<file path="src/rtl/rtm_cfg.svh">
// Register offsets, field positions, reset values and timing counts
`ifndef RTM_CFG_SVH
`define RTM_CFG_SVH

// ----------------------------------------
// Register offsets
// ----------------------------------------
`define RTM_OFF_NRT_HI 8'h0F
`define RTM_OFF_NRT_LO 8'h10
`define RTM_OFF_CTRL 8'h11
`define RTM_OFF_GPT_HI 8'h12
`define RTM_OFF_GPT_LO 8'h13
`define RTM_OFF_MASK_MAIN 8'h14
`define RTM_OFF_MASK_TIM 8'h15
`define RTM_OFF_MASK_ERR 8'h16
`define RTM_OFF_STAT_MAIN 8'h17
`define RTM_OFF_STAT_TIM 8'h18
`define RTM_OFF_STAT_ERR 8'h19

// ----------------------------------------
// Field positions
// ----------------------------------------
`define RTM_CTRL_TRIG_HI 7
`define RTM_CTRL_TRIG_LO 5
`define RTM_CTRL_NRT_PAY 1
`define RTM_CTRL_NRT_STEP 0
`define RTM_TIM_NRE_BIT 6
`define RTM_TIM_GPE_BIT 5

// ----------------------------------------
// Reset values and unused-bit masks
// ----------------------------------------
`define RTM_RST_BYTE 8'h00
`define RTM_CTRL_WMASK 8'hE3
`define RTM_MAIN_WMASK 8'hFC

// ----------------------------------------
// Timing counts in carrier periods
// ----------------------------------------
`define RTM_GPT_STEP_FC 8
`define RTM_NRT_STEP_SHORT_FC 64
`define RTM_NRT_STEP_LONG_FC 4096

`endif

</file>
<file path="src/rtl/rtm_pkg.sv">
// Types shared by the timer and interrupt mask block
package rtm_pkg;

    // Trigger source codes of the general purpose timer
    typedef enum logic [2:0] {
        RTM_TRIG_NONE = 3'h0,
        RTM_TRIG_RX_END = 3'h1,
        RTM_TRIG_RX_START = 3'h2,
        RTM_TRIG_NFC_TX_END = 3'h3
    } rtm_trig_t;

    // Single-cycle event pulses from the framing logic
    typedef struct packed {
        logic [5:0] main_src;  // Oscillator, water level, rx start, rx end, tx end, collision
        logic [5:0] tim_src;   // Command done, field on/off, coll. avoid, guard, bit rate
        logic [7:0] err_src;   // Crc, parity, soft/hard framing, wake-up sources
    } rtm_evt_t;

    // Command pulses from the command decoder
    typedef struct packed {
        logic set_default;
        logic start_gpt;
        logic start_nrt;
    } rtm_cmd_t;

endpackage

</file>
<file path="src/rtl/rtm_timer.sv">
// Timer configuration, timers and interrupt mask/status block
//
// Contract
// - Code 000: start general timer by command only
// - 001 starts at rx end, 010 at rx start
// - 011 starts at NFC tx end; expiry drops field
// - Control bit 1 selects payment-compliance no-response mode
// - Control bit 0: step 64/fc or 4096/fc
// - General timeout high byte 12h, low 13h
// - General timer counts in 8/fc steps
// - Main mask bits 7..2 suppress their sources
// - Timer mask bits 7,4..0 suppress their sources
// - Timer mask bit6 no-response, bit5 general timer
// - Error mask bits 7..4 suppress error sources
// - Error mask bits 3..0 suppress wake-up sources
// - Defaults load at reset and set-default command
// - Zero no-response timeout never starts; command restarts
// - No-response expiry raises no-response interrupt
//
// Our own choice: the address-and-strobe port.
`include "rtm_cfg.svh"
`timescale 1ns/100ps
`default_nettype none

module rtm_timer #(
    parameter int TW = 16  // Timeout register width, two bytes
) (
    input wire logic mclk_i,
    input wire logic rst_i,
    input wire logic ce_i,
    input wire logic fc_tick_i,
    input wire logic [7:0] addr_i,
    input wire logic [7:0] wdata_i,
    input wire logic wr_i,
    input wire logic rd_i,
    input wire rtm_pkg::rtm_evt_t evt_i,
    input wire rtm_pkg::rtm_cmd_t cmd_i,
    input wire logic nfc_mode_i,
    output logic [7:0] rdata_o,
    output logic irq_o,
    output logic field_off_o,
    output logic gpt_run_o,
    output logic nrt_run_o,
    output logic nrt_pay_mode_o
);
    import rtm_pkg::*;

    // ----------------------------------------
    // Elaboration check
    // ----------------------------------------
    // Timeouts are split across exactly two byte registers
    if (TW != 16)
    begin : g_tw_check
        $error("rtm_timer: TW must be 16");
    end

    // ----------------------------------------
    // Register storage
    // ----------------------------------------
    logic [7:0] ctrl_ff;      // Trigger select, payment mode, step select
    logic [7:0] gpt_hi_ff;    // General timeout upper byte
    logic [7:0] gpt_lo_ff;    // General timeout lower byte
    logic [7:0] nrt_hi_ff;    // No-response timeout upper byte
    logic [7:0] nrt_lo_ff;    // No-response timeout lower byte
    logic [7:0] mask_main_ff; // Main interrupt mask
    logic [7:0] mask_tim_ff;  // Timer and field interrupt mask
    logic [7:0] mask_err_ff;  // Error and wake-up interrupt mask
    logic [7:0] stat_main_ff; // Sticky main status
    logic [7:0] stat_tim_ff;  // Sticky timer status
    logic [7:0] stat_err_ff;  // Sticky error status
    logic [7:0] rdata_ff;     // Read data, one cycle after strobe
    logic irq_ff;             // Registered interrupt request
    logic field_off_ff;       // Field switch-off pulse

    // ----------------------------------------
    // Timer state
    // ----------------------------------------
    logic gpt_run_ff;         // General timer running
    logic [2:0] gpt_pre_ff;   // Eight-carrier prescaler
    logic [TW-1:0] gpt_cnt_ff;// Remaining general steps
    logic gpt_nfc_ff;         // Started by NFC tx end trigger
    logic nrt_run_ff;         // No-response timer running
    logic [11:0] nrt_pre_ff;  // Step prescaler, up to 4096
    logic [TW-1:0] nrt_cnt_ff;// Remaining no-response steps

    // ----------------------------------------
    // Register decode
    // ----------------------------------------
    // Write selects, one per offset
    wire wr_ctrl = wr_i && (addr_i == `RTM_OFF_CTRL);
    wire wr_gpt_hi = wr_i && (addr_i == `RTM_OFF_GPT_HI);
    wire wr_gpt_lo = wr_i && (addr_i == `RTM_OFF_GPT_LO);
    wire wr_nrt_hi = wr_i && (addr_i == `RTM_OFF_NRT_HI);
    wire wr_nrt_lo = wr_i && (addr_i == `RTM_OFF_NRT_LO);
    wire wr_m_main = wr_i && (addr_i == `RTM_OFF_MASK_MAIN);
    wire wr_m_tim = wr_i && (addr_i == `RTM_OFF_MASK_TIM);
    wire wr_m_err = wr_i && (addr_i == `RTM_OFF_MASK_ERR);
    // Status offsets: write one to clear
    wire wr_s_main = wr_i && (addr_i == `RTM_OFF_STAT_MAIN);
    wire wr_s_tim = wr_i && (addr_i == `RTM_OFF_STAT_TIM);
    wire wr_s_err = wr_i && (addr_i == `RTM_OFF_STAT_ERR);
    // Acts as a reset while enabled
    wire dflt = cmd_i.set_default;

    // Unmapped offsets read as zero
    // Status reads leave bits set
    wire [7:0] rd_mux =
        (addr_i == `RTM_OFF_NRT_HI) ? nrt_hi_ff :
        (addr_i == `RTM_OFF_NRT_LO) ? nrt_lo_ff :
        (addr_i == `RTM_OFF_CTRL) ? ctrl_ff :
        (addr_i == `RTM_OFF_GPT_HI) ? gpt_hi_ff :
        (addr_i == `RTM_OFF_GPT_LO) ? gpt_lo_ff :
        (addr_i == `RTM_OFF_MASK_MAIN) ? mask_main_ff :
        (addr_i == `RTM_OFF_MASK_TIM) ? mask_tim_ff :
        (addr_i == `RTM_OFF_MASK_ERR) ? mask_err_ff :
        (addr_i == `RTM_OFF_STAT_MAIN) ? stat_main_ff :
        (addr_i == `RTM_OFF_STAT_TIM) ? stat_tim_ff :
        (addr_i == `RTM_OFF_STAT_ERR) ? stat_err_ff :
        `RTM_RST_BYTE;

    // ----------------------------------------
    // Control field decode
    // ----------------------------------------
    // Trigger select, top three bits
    wire [2:0] trig_code = ctrl_ff[`RTM_CTRL_TRIG_HI:`RTM_CTRL_TRIG_LO];
    wire nrt_pay = ctrl_ff[`RTM_CTRL_NRT_PAY];
    wire nrt_long = ctrl_ff[`RTM_CTRL_NRT_STEP];
    wire [TW-1:0] gpt_val = {gpt_hi_ff, gpt_lo_ff};
    wire [TW-1:0] nrt_val = {nrt_hi_ff, nrt_lo_ff};

    // Frame events picked from the main event group
    wire ev_rxs = evt_i.main_src[3];
    wire ev_rxe = evt_i.main_src[2];
    wire ev_txe = evt_i.main_src[1];
    // Other main sources feed status only

    // Reserved codes fall through to no automatic trigger
    wire gpt_trig =
        (trig_code == RTM_TRIG_RX_END) ? ev_rxe :
        (trig_code == RTM_TRIG_RX_START) ? ev_rxs :
        (trig_code == RTM_TRIG_NFC_TX_END) ? (ev_txe && nfc_mode_i) :
        1'b0;
    // Command start works for every code
    wire gpt_start = cmd_i.start_gpt || gpt_trig;

    // ----------------------------------------
    // General timer step and expiry
    // ----------------------------------------
    localparam logic [2:0] GPT_PRE_LAST = 3'(`RTM_GPT_STEP_FC - 1);
    wire gpt_step = gpt_run_ff && fc_tick_i && (gpt_pre_ff == GPT_PRE_LAST);
    // A start in the last step wins
    wire gpt_exp = gpt_step && (gpt_cnt_ff == TW'(1)) && !gpt_start;

    // ----------------------------------------
    // No-response timer step and expiry
    // ----------------------------------------
    localparam logic [11:0] NRT_PRE_SHORT = 12'(`RTM_NRT_STEP_SHORT_FC - 1);
    localparam logic [11:0] NRT_PRE_LONG = 12'(`RTM_NRT_STEP_LONG_FC - 1);
    // Compare value follows step select
    wire [11:0] nrt_pre_last = nrt_long ? NRT_PRE_LONG : NRT_PRE_SHORT;
    // A zero timeout leaves the timer idle
    wire nrt_start = (cmd_i.start_nrt || ev_txe) && (nrt_val != '0);
    // Payment mode keeps counting through a response so expiry still reports
    wire nrt_stop = ev_rxs && !nrt_pay;
    wire nrt_step = nrt_run_ff && fc_tick_i && (nrt_pre_ff == nrt_pre_last);
    // A restart in the last step wins
    wire nrt_exp = nrt_step && (nrt_cnt_ff == TW'(1)) && !nrt_start;

    // ----------------------------------------
    // Status set terms
    // ----------------------------------------
    // Main bits 1..0 have no source
    wire [7:0] set_main = {evt_i.main_src, 2'b00};
    // Expiries sit in bits 6 and 5
    wire [7:0] set_tim = {evt_i.tim_src[5], nrt_exp, gpt_exp, evt_i.tim_src[4:0]};
    // Error and wake-up map one to one
    wire [7:0] set_err = evt_i.err_src;

    // Set wins over a simultaneous write-one clear
    wire [7:0] nxt_stat_main = dflt ? `RTM_RST_BYTE :
        ((stat_main_ff & ~(wr_s_main ? wdata_i : 8'h00)) | set_main);
    wire [7:0] nxt_stat_tim = dflt ? `RTM_RST_BYTE :
        ((stat_tim_ff & ~(wr_s_tim ? wdata_i : 8'h00)) | set_tim);
    wire [7:0] nxt_stat_err = dflt ? `RTM_RST_BYTE :
        ((stat_err_ff & ~(wr_s_err ? wdata_i : 8'h00)) | set_err);

    // Masks of next cycle, so the request tracks writes with no extra lag
    wire [7:0] nxt_mask_main = dflt ? `RTM_RST_BYTE :
        (wr_m_main ? (wdata_i & `RTM_MAIN_WMASK) : mask_main_ff);
    wire [7:0] nxt_mask_tim = dflt ? `RTM_RST_BYTE : (wr_m_tim ? wdata_i : mask_tim_ff);
    wire [7:0] nxt_mask_err = dflt ? `RTM_RST_BYTE : (wr_m_err ? wdata_i : mask_err_ff);

    // A set mask bit hides its source from the request line
    wire nxt_irq = |(nxt_stat_main & ~nxt_mask_main)
        || |(nxt_stat_tim & ~nxt_mask_tim)
        || |(nxt_stat_err & ~nxt_mask_err);

    // ----------------------------------------
    // Configuration registers
    // ----------------------------------------
    // Reset and set-default both load the zero defaults
    always_ff @(posedge mclk_i)
    begin
        if (rst_i)
        begin
            ctrl_ff <= `RTM_RST_BYTE;
            gpt_hi_ff <= `RTM_RST_BYTE;
            gpt_lo_ff <= `RTM_RST_BYTE;
            nrt_hi_ff <= `RTM_RST_BYTE;
            nrt_lo_ff <= `RTM_RST_BYTE;
        end
        else if (ce_i)
        begin
            if (dflt)
            begin
                ctrl_ff <= `RTM_RST_BYTE;
                gpt_hi_ff <= `RTM_RST_BYTE;
                gpt_lo_ff <= `RTM_RST_BYTE;
                nrt_hi_ff <= `RTM_RST_BYTE;
                nrt_lo_ff <= `RTM_RST_BYTE;
            end
            else
            begin
                // Timeout bytes load unlatched
                // Unused control bits stay zero
                if (wr_ctrl) ctrl_ff <= wdata_i & `RTM_CTRL_WMASK;
                if (wr_gpt_hi) gpt_hi_ff <= wdata_i;
                if (wr_gpt_lo) gpt_lo_ff <= wdata_i;
                if (wr_nrt_hi) nrt_hi_ff <= wdata_i;
                if (wr_nrt_lo) nrt_lo_ff <= wdata_i;
            end
        end
    end

    // ----------------------------------------
    // Masks, status and request
    // ----------------------------------------
    always_ff @(posedge mclk_i)
    begin
        if (rst_i)
        begin
            mask_main_ff <= `RTM_RST_BYTE;
            mask_tim_ff <= `RTM_RST_BYTE;
            mask_err_ff <= `RTM_RST_BYTE;
            stat_main_ff <= `RTM_RST_BYTE;
            stat_tim_ff <= `RTM_RST_BYTE;
            stat_err_ff <= `RTM_RST_BYTE;
            irq_ff <= 1'b0;
        end
        else if (ce_i)
        begin
            // Next terms hold default and writes
            mask_main_ff <= nxt_mask_main;
            mask_tim_ff <= nxt_mask_tim;
            mask_err_ff <= nxt_mask_err;
            stat_main_ff <= nxt_stat_main;
            stat_tim_ff <= nxt_stat_tim;
            stat_err_ff <= nxt_stat_err;
            // Registered to keep the pin clean
            irq_ff <= nxt_irq;
        end
    end

    // ----------------------------------------
    // Read port
    // ----------------------------------------
    // Data stands for the single cycle after the strobe
    // Zero between reads
    always_ff @(posedge mclk_i)
    begin
        if (rst_i)
            rdata_ff <= `RTM_RST_BYTE;
        else if (ce_i)
            rdata_ff <= rd_i ? rd_mux : `RTM_RST_BYTE;
    end

    // ----------------------------------------
    // General purpose timer
    // ----------------------------------------
    // A start while running reloads; zero timeout never starts
    always_ff @(posedge mclk_i)
    begin
        if (rst_i)
        begin
            gpt_run_ff <= 1'b0;
            gpt_pre_ff <= 3'h0;
            gpt_cnt_ff <= '0;
            gpt_nfc_ff <= 1'b0;
            field_off_ff <= 1'b0;
        end
        else if (ce_i)
        begin
            // Field drops one cycle after an NFC-triggered expiry
            field_off_ff <= gpt_exp && gpt_nfc_ff && !dflt;
            // Stop on set-default
            if (dflt)
            begin
                gpt_run_ff <= 1'b0;
                gpt_nfc_ff <= 1'b0;
            end
            else if (gpt_start)
            begin
                gpt_run_ff <= (gpt_val != '0);
                gpt_pre_ff <= 3'h0;
                gpt_cnt_ff <= gpt_val;
                gpt_nfc_ff <= gpt_trig && (trig_code == RTM_TRIG_NFC_TX_END);
            end
            // Prescaler wraps every eight ticks
            else if (gpt_run_ff && fc_tick_i)
            begin
                gpt_pre_ff <= gpt_pre_ff + 3'h1;
                if (gpt_step)
                begin
                    gpt_cnt_ff <= gpt_cnt_ff - TW'(1);
                    if (gpt_exp)
                        gpt_run_ff <= 1'b0;
                end
            end
        end
    end

    // ----------------------------------------
    // No-response timer
    // ----------------------------------------
    // Start command or tx end restarts from the full value
    always_ff @(posedge mclk_i)
    begin
        if (rst_i)
        begin
            nrt_run_ff <= 1'b0;
            nrt_pre_ff <= 12'h000;
            nrt_cnt_ff <= '0;
        end
        else if (ce_i)
        begin
            // Set-default stops the timer
            if (dflt)
                nrt_run_ff <= 1'b0;
            else if (nrt_start)
            begin
                nrt_run_ff <= 1'b1;
                nrt_pre_ff <= 12'h000;
                nrt_cnt_ff <= nrt_val;
            end
            // A response ends the wait, except in payment mode
            else if (nrt_stop)
                nrt_run_ff <= 1'b0;
            else if (nrt_run_ff && fc_tick_i)
            begin
                // Wrap at the selected step length
                nrt_pre_ff <= nrt_step ? 12'h000 : nrt_pre_ff + 12'h001;
                if (nrt_step)
                begin
                    nrt_cnt_ff <= nrt_cnt_ff - TW'(1);
                    if (nrt_exp)
                        nrt_run_ff <= 1'b0;
                end
            end
        end
    end

    // ----------------------------------------
    // Outputs
    // ----------------------------------------
    // Outputs are register bits only
    assign rdata_o = rdata_ff;
    assign irq_o = irq_ff;
    assign field_off_o = field_off_ff;
    assign gpt_run_o = gpt_run_ff;
    assign nrt_run_o = nrt_run_ff;
    assign nrt_pay_mode_o = ctrl_ff[`RTM_CTRL_NRT_PAY];

endmodule

`default_nettype wire

</file>
<file path="config.mk">
export PLATFORM = sky130hd
export DESIGN_NAME = rtm_timer
export DESIGN_NICKNAME = d
export VERILOG_FILES = /design/src/rtl/rtm_pkg.sv /design/src/rtl/rtm_timer.sv
export VERILOG_INCLUDE_DIRS = /design/src /design/src/rtl
export SDC_FILE = /design/constraint.sdc
export NUM_CORES = 1
export LEC_CHECK = 0
export BUFFER_PORTS_ARGS = -buffer_cell sky130_fd_sc_hd__buf_2
export CORE_MARGIN = 5
export CORE_UTILIZATION = 65
export DETAILED_ROUTE_END_ITERATION = 12
export PLACE_DENSITY = 0.85
export SYNTH_ARGS = -nofsm -noshare
export SYNTH_HDL_FRONTEND = slang
export SYNTH_SLANG_ARGS = --single-unit
export TNS_END_PERCENT = 1
</file>
<file path="constraint.sdc">
create_clock -name mclk_i -period 5.3 [get_ports mclk_i]
set_clock_uncertainty 0.2 [all_clocks]
set_input_delay 1.06 -clock mclk_i [delete_from_list [all_inputs] [get_ports mclk_i]]
set_output_delay 1.06 -clock mclk_i [all_outputs]
set_load 0.02 [all_outputs]
</file>
==> results.yml <==
synth:
  netlist_area_sq_um: 7920
  seq_area_frac_synth: 0.367
  synth-seq-cells: 145
  yosys.area.top_type_share: 0.367
  synthTopCellsByCount: "nor2_1 (169), dfxtp_1 (145), nand2_1 (90), a21oi_1 (58), clkbuf_1 (56)"
  synth_xor_area_frac: 0.00996
  synthCells: 1005
  synth_top_family_by_area: "simple AND/OR/NAND/NOR gates"
  synth_area_per_cell_sq_um: 7.88
  synth.distinct_cells: 71
  synth_top_cell_by_area: "dfxtp_1"
  yosys.area_share.simple: 0.265
  syn-num-nets: 1058
  synth_compound_area_frac: 0.236
  synth_fa_ha_area_frac: 0.0111
  synth_edf_count: 0
  synthFlopType: "dfxtp_1"
  synthTopCellsByArea: "dfxtp_1 (37%), nor2_1 (8.0%), mux2i_1 (6.6%), a22oi_1 (4.8%), nand2_1 (4.3%)"
  synth_warnings: 0
  synth-async-reset-ratio: 0
  synthMuxAreaShare: 0.0714
  synth_most_common_cell: "nor2_1"
sta:
  min_period_over_period: 0.626
  rsz0062_at_grt: "false"
  drv_slew: 0
  clock.fmax_ghz: 0.302
  hold_viol: 0
  worst_pin_slew_ns: 0.991
  slew_headroom: 0.337
  min_period_ns: 3.32
  finalSetupTns_ns: 0
  setup_violations: 0
worst_setup_path:
  start_kind: "primary input"
  worstReg2RegStart: "nrt_lo_ff[2]"
  cp.required_ns: 5.39
  critPathTopFamily: "compound AO/OA/AOI/OAI gates"
  cp_cell_sequence: "buf_2 -> nor2_1 -> a41o_1 -> a21oi_1 -> a21boi_2 -> buf_4 -> a21bo_1 -> a22oi_1 -> nor2_1"
  crit_path_top_delay_cell: "a21oi_1"
  path_buf_inv: 2
  crit_type: "in -> reg"
  crit_path_end_kind: "flop"
  cpPeakStageDelay_ns: 0.56
  cpMostUsedCell: "nor2_1"
  arrival_ns: 3.41
  crit_fanout: 28
  startpoint: "evt_i[15]"
pwr:
  swShare: 0.267
  p_per_area_nw_per_um2: 320
  ir_worst_vdd_v: 0.000280
  leakagePower_nw: 3.35
  p_int_mw: 2.09
  switchingPower_mw: 0.759
  combPwrFrac: 0.137
  clockPowerShare: 0.457
  power_frac_seq: 0.405
drt:
  via_count: 8226
  ant_nets: 0
  routedWlPerCell_microns: 20.9
  routed_wl_mm: 24.8
  dr.pass1.iters: 7
  vias_per_cell: 6.92
  dr.first_iter.drc_count: 1292
  drcViolationCount: 0
placed_design:
  io_buffer_count: 58
  place_congestion: 1.03
  placed_area_sq_um: 8240
  dp_hpwl_mm: 16.9
  dp_cells: 1156
cells_and_area:
  fillerInstances: 914
  nets: 1081
  stdcell_area_sq_um: 8880
  drive_gt1_frac: 0.114
  regArea_sq_um: 2900
  final-instance-count-excl-fill: 1188
  reg.largest.list: "gpt_cnt_ff (16), nrt_cnt_ff (16), nrt_pre_ff (12)"
  multi_input_area_sq_um: 4720
  area_growth_pct: 12.2
  antenna_cells: 0
clocking:
  cts_tree: "yes"
  clkSlewWorstSetupHoldPaths_ns: 0.05
  cts_sinks: 145
  cts-root-buf: "clkbuf_16"
  clock_path_buffers: 2
  clk_latency_ns: 0.44
  ctsHtreeMaxLevel: 4
  numCtsBuffers: 17
  cts_resized: 0
  post_cts_buffers: 0
  cts_hold_buffers: 0
global_route:
  antenna_found_initial: 0
  grt_pass1_vias: 7577
  grt_pass1_wl_mm: 39.7
  grt_max_degree: 87
  overflow: 0
  grt_usage: 0.344
die:
  die_area_sq_um: 14500
  die_h_microns: 120
  fp.dieW_microns: 120
  start_util: 0.662
  coreArea_sq_um: 12000
  io_pins: 59
  std_cell_rows: 40
min_path:
  min_from: "rdata_o[3]"
  hp-class: "reg -> reg"
status:
  status: "complete, no violations"
job:
  maxCapViolCount: 0
==> placed cells by master (no fill, tap or decap), drive strengths merged, types with 4 or more instances in the layout <==
cell type,synthesis,final
o22ai,8,8
and3,9,9
a22oi,51,51
a22o,6,6
and3b,4,4
mux2,4,4
or4,5,5
a21oi,58,58
o211ai,4,4
a2bb2oi,5,5
mux2i,52,52
nand2,90,90
a21boi,4,4
nor2,174,174
nor2b,12,12
nand3b,9,9
buf,8,68
a31oi,5,5
o21bai,7,7
a221oi,17,17
nand3,29,29
nor3,16,16
and2,12,12
dfxtp,145,145
ha,7,7
nand4,16,16
a211oi,17,17
o31ai,9,9
clkbuf,56,25
and4,4,4
nand2b,6,6
nor4,19,19
o221ai,4,4
o21ai,63,63
or3,7,7
inv,17,18
xor2,8,8
==> tightest hold or removal path, cell delays in order, from the launching register on <==
cell and delay, ns:
dfxtp_1 0.31, nand2_1 0.06, a21oi_1 0.05
==> final timing paths <==
path,endpoint,slack [ns],depth (start not counted)
worst max-delay path,nrt_cnt_ff[8],1.98,9
worst min-delay path,rdata_o[3],0.27,2
worst max register to register,nrt_cnt_ff[8],2.20,8
worst min register to register,rdata_o[3],0.27,2
==> cells by family (layout without fill, tap and decap cells) <==
family / count (synthesis) / in the layout
adders and majority gates: 7 / 7
muxes: 56 / 56
and+or+nand+nor: 425 / 425
buffers and inverters: 82 / 118
DFF: 145 / 145
xor gates and xnor gates: 9 / 9
AOI/OAI and AO/OA: 281 / 281
==> area by class of cell <==
class	count	area share
sequential	145	0.327
tap	147	0.0207
clock buffer	25	0.0592
timing repair buffer	68	0.0414
inverter	18	0.00761
clock inverter	7	0.0134
multi-input combinational	778	0.531
==> per-stage QoR <==
| stage | total power, mW | worst slack [ns] | hold slack (ns) | utilization |
|---|---|---|---|---|
| 6_report | 2.85 | 1.98 | 0.268 | 0.743 |
| 5_1_grt | 2.95 | 1.76 | 0.291 | 0.743 |
| 4_1_cts | 2.84 | 2.03 | 0.266 | 0.743 |
| 3_3_place_gp | 1.54 | 1.64 | 0.249 | 0.689 |
| 3_5_place_dp | 1.55 | 1.59 | 0.256 | 0.689 |
| 2_1_floorplan | 1.44 | 2.15 | 0.250 | - |
==> layer usage <==
layer / up-vias / part of all wire / track usage
met3: 101 / 0.11 / 0.0847
met1: 3830 / 0.40 / 0.447
met4: 0 / 0.052 / 0.182
met2: 557 / 0.44 / 0.528
met5: - / 0 / 0
li1: 3738 / - / -
==> power by group through the flow <==
| stage | clock network, mW | registers, mW | logic (mW) |
|---|---|---|---|
| final | 1.30 | 1.15 | 0.391 |
| after global routing | 1.36 | 1.16 | 0.430 |
| after CTS | 1.30 | 1.15 | 0.382 |
| after detailed placement | 0 | 1.18 | 0.375 |
| after global placement | 0 | 1.17 | 0.369 |
| after floorplan | 0 | 1.17 | 0.278 |
Power figures use the tool's default switching activity.
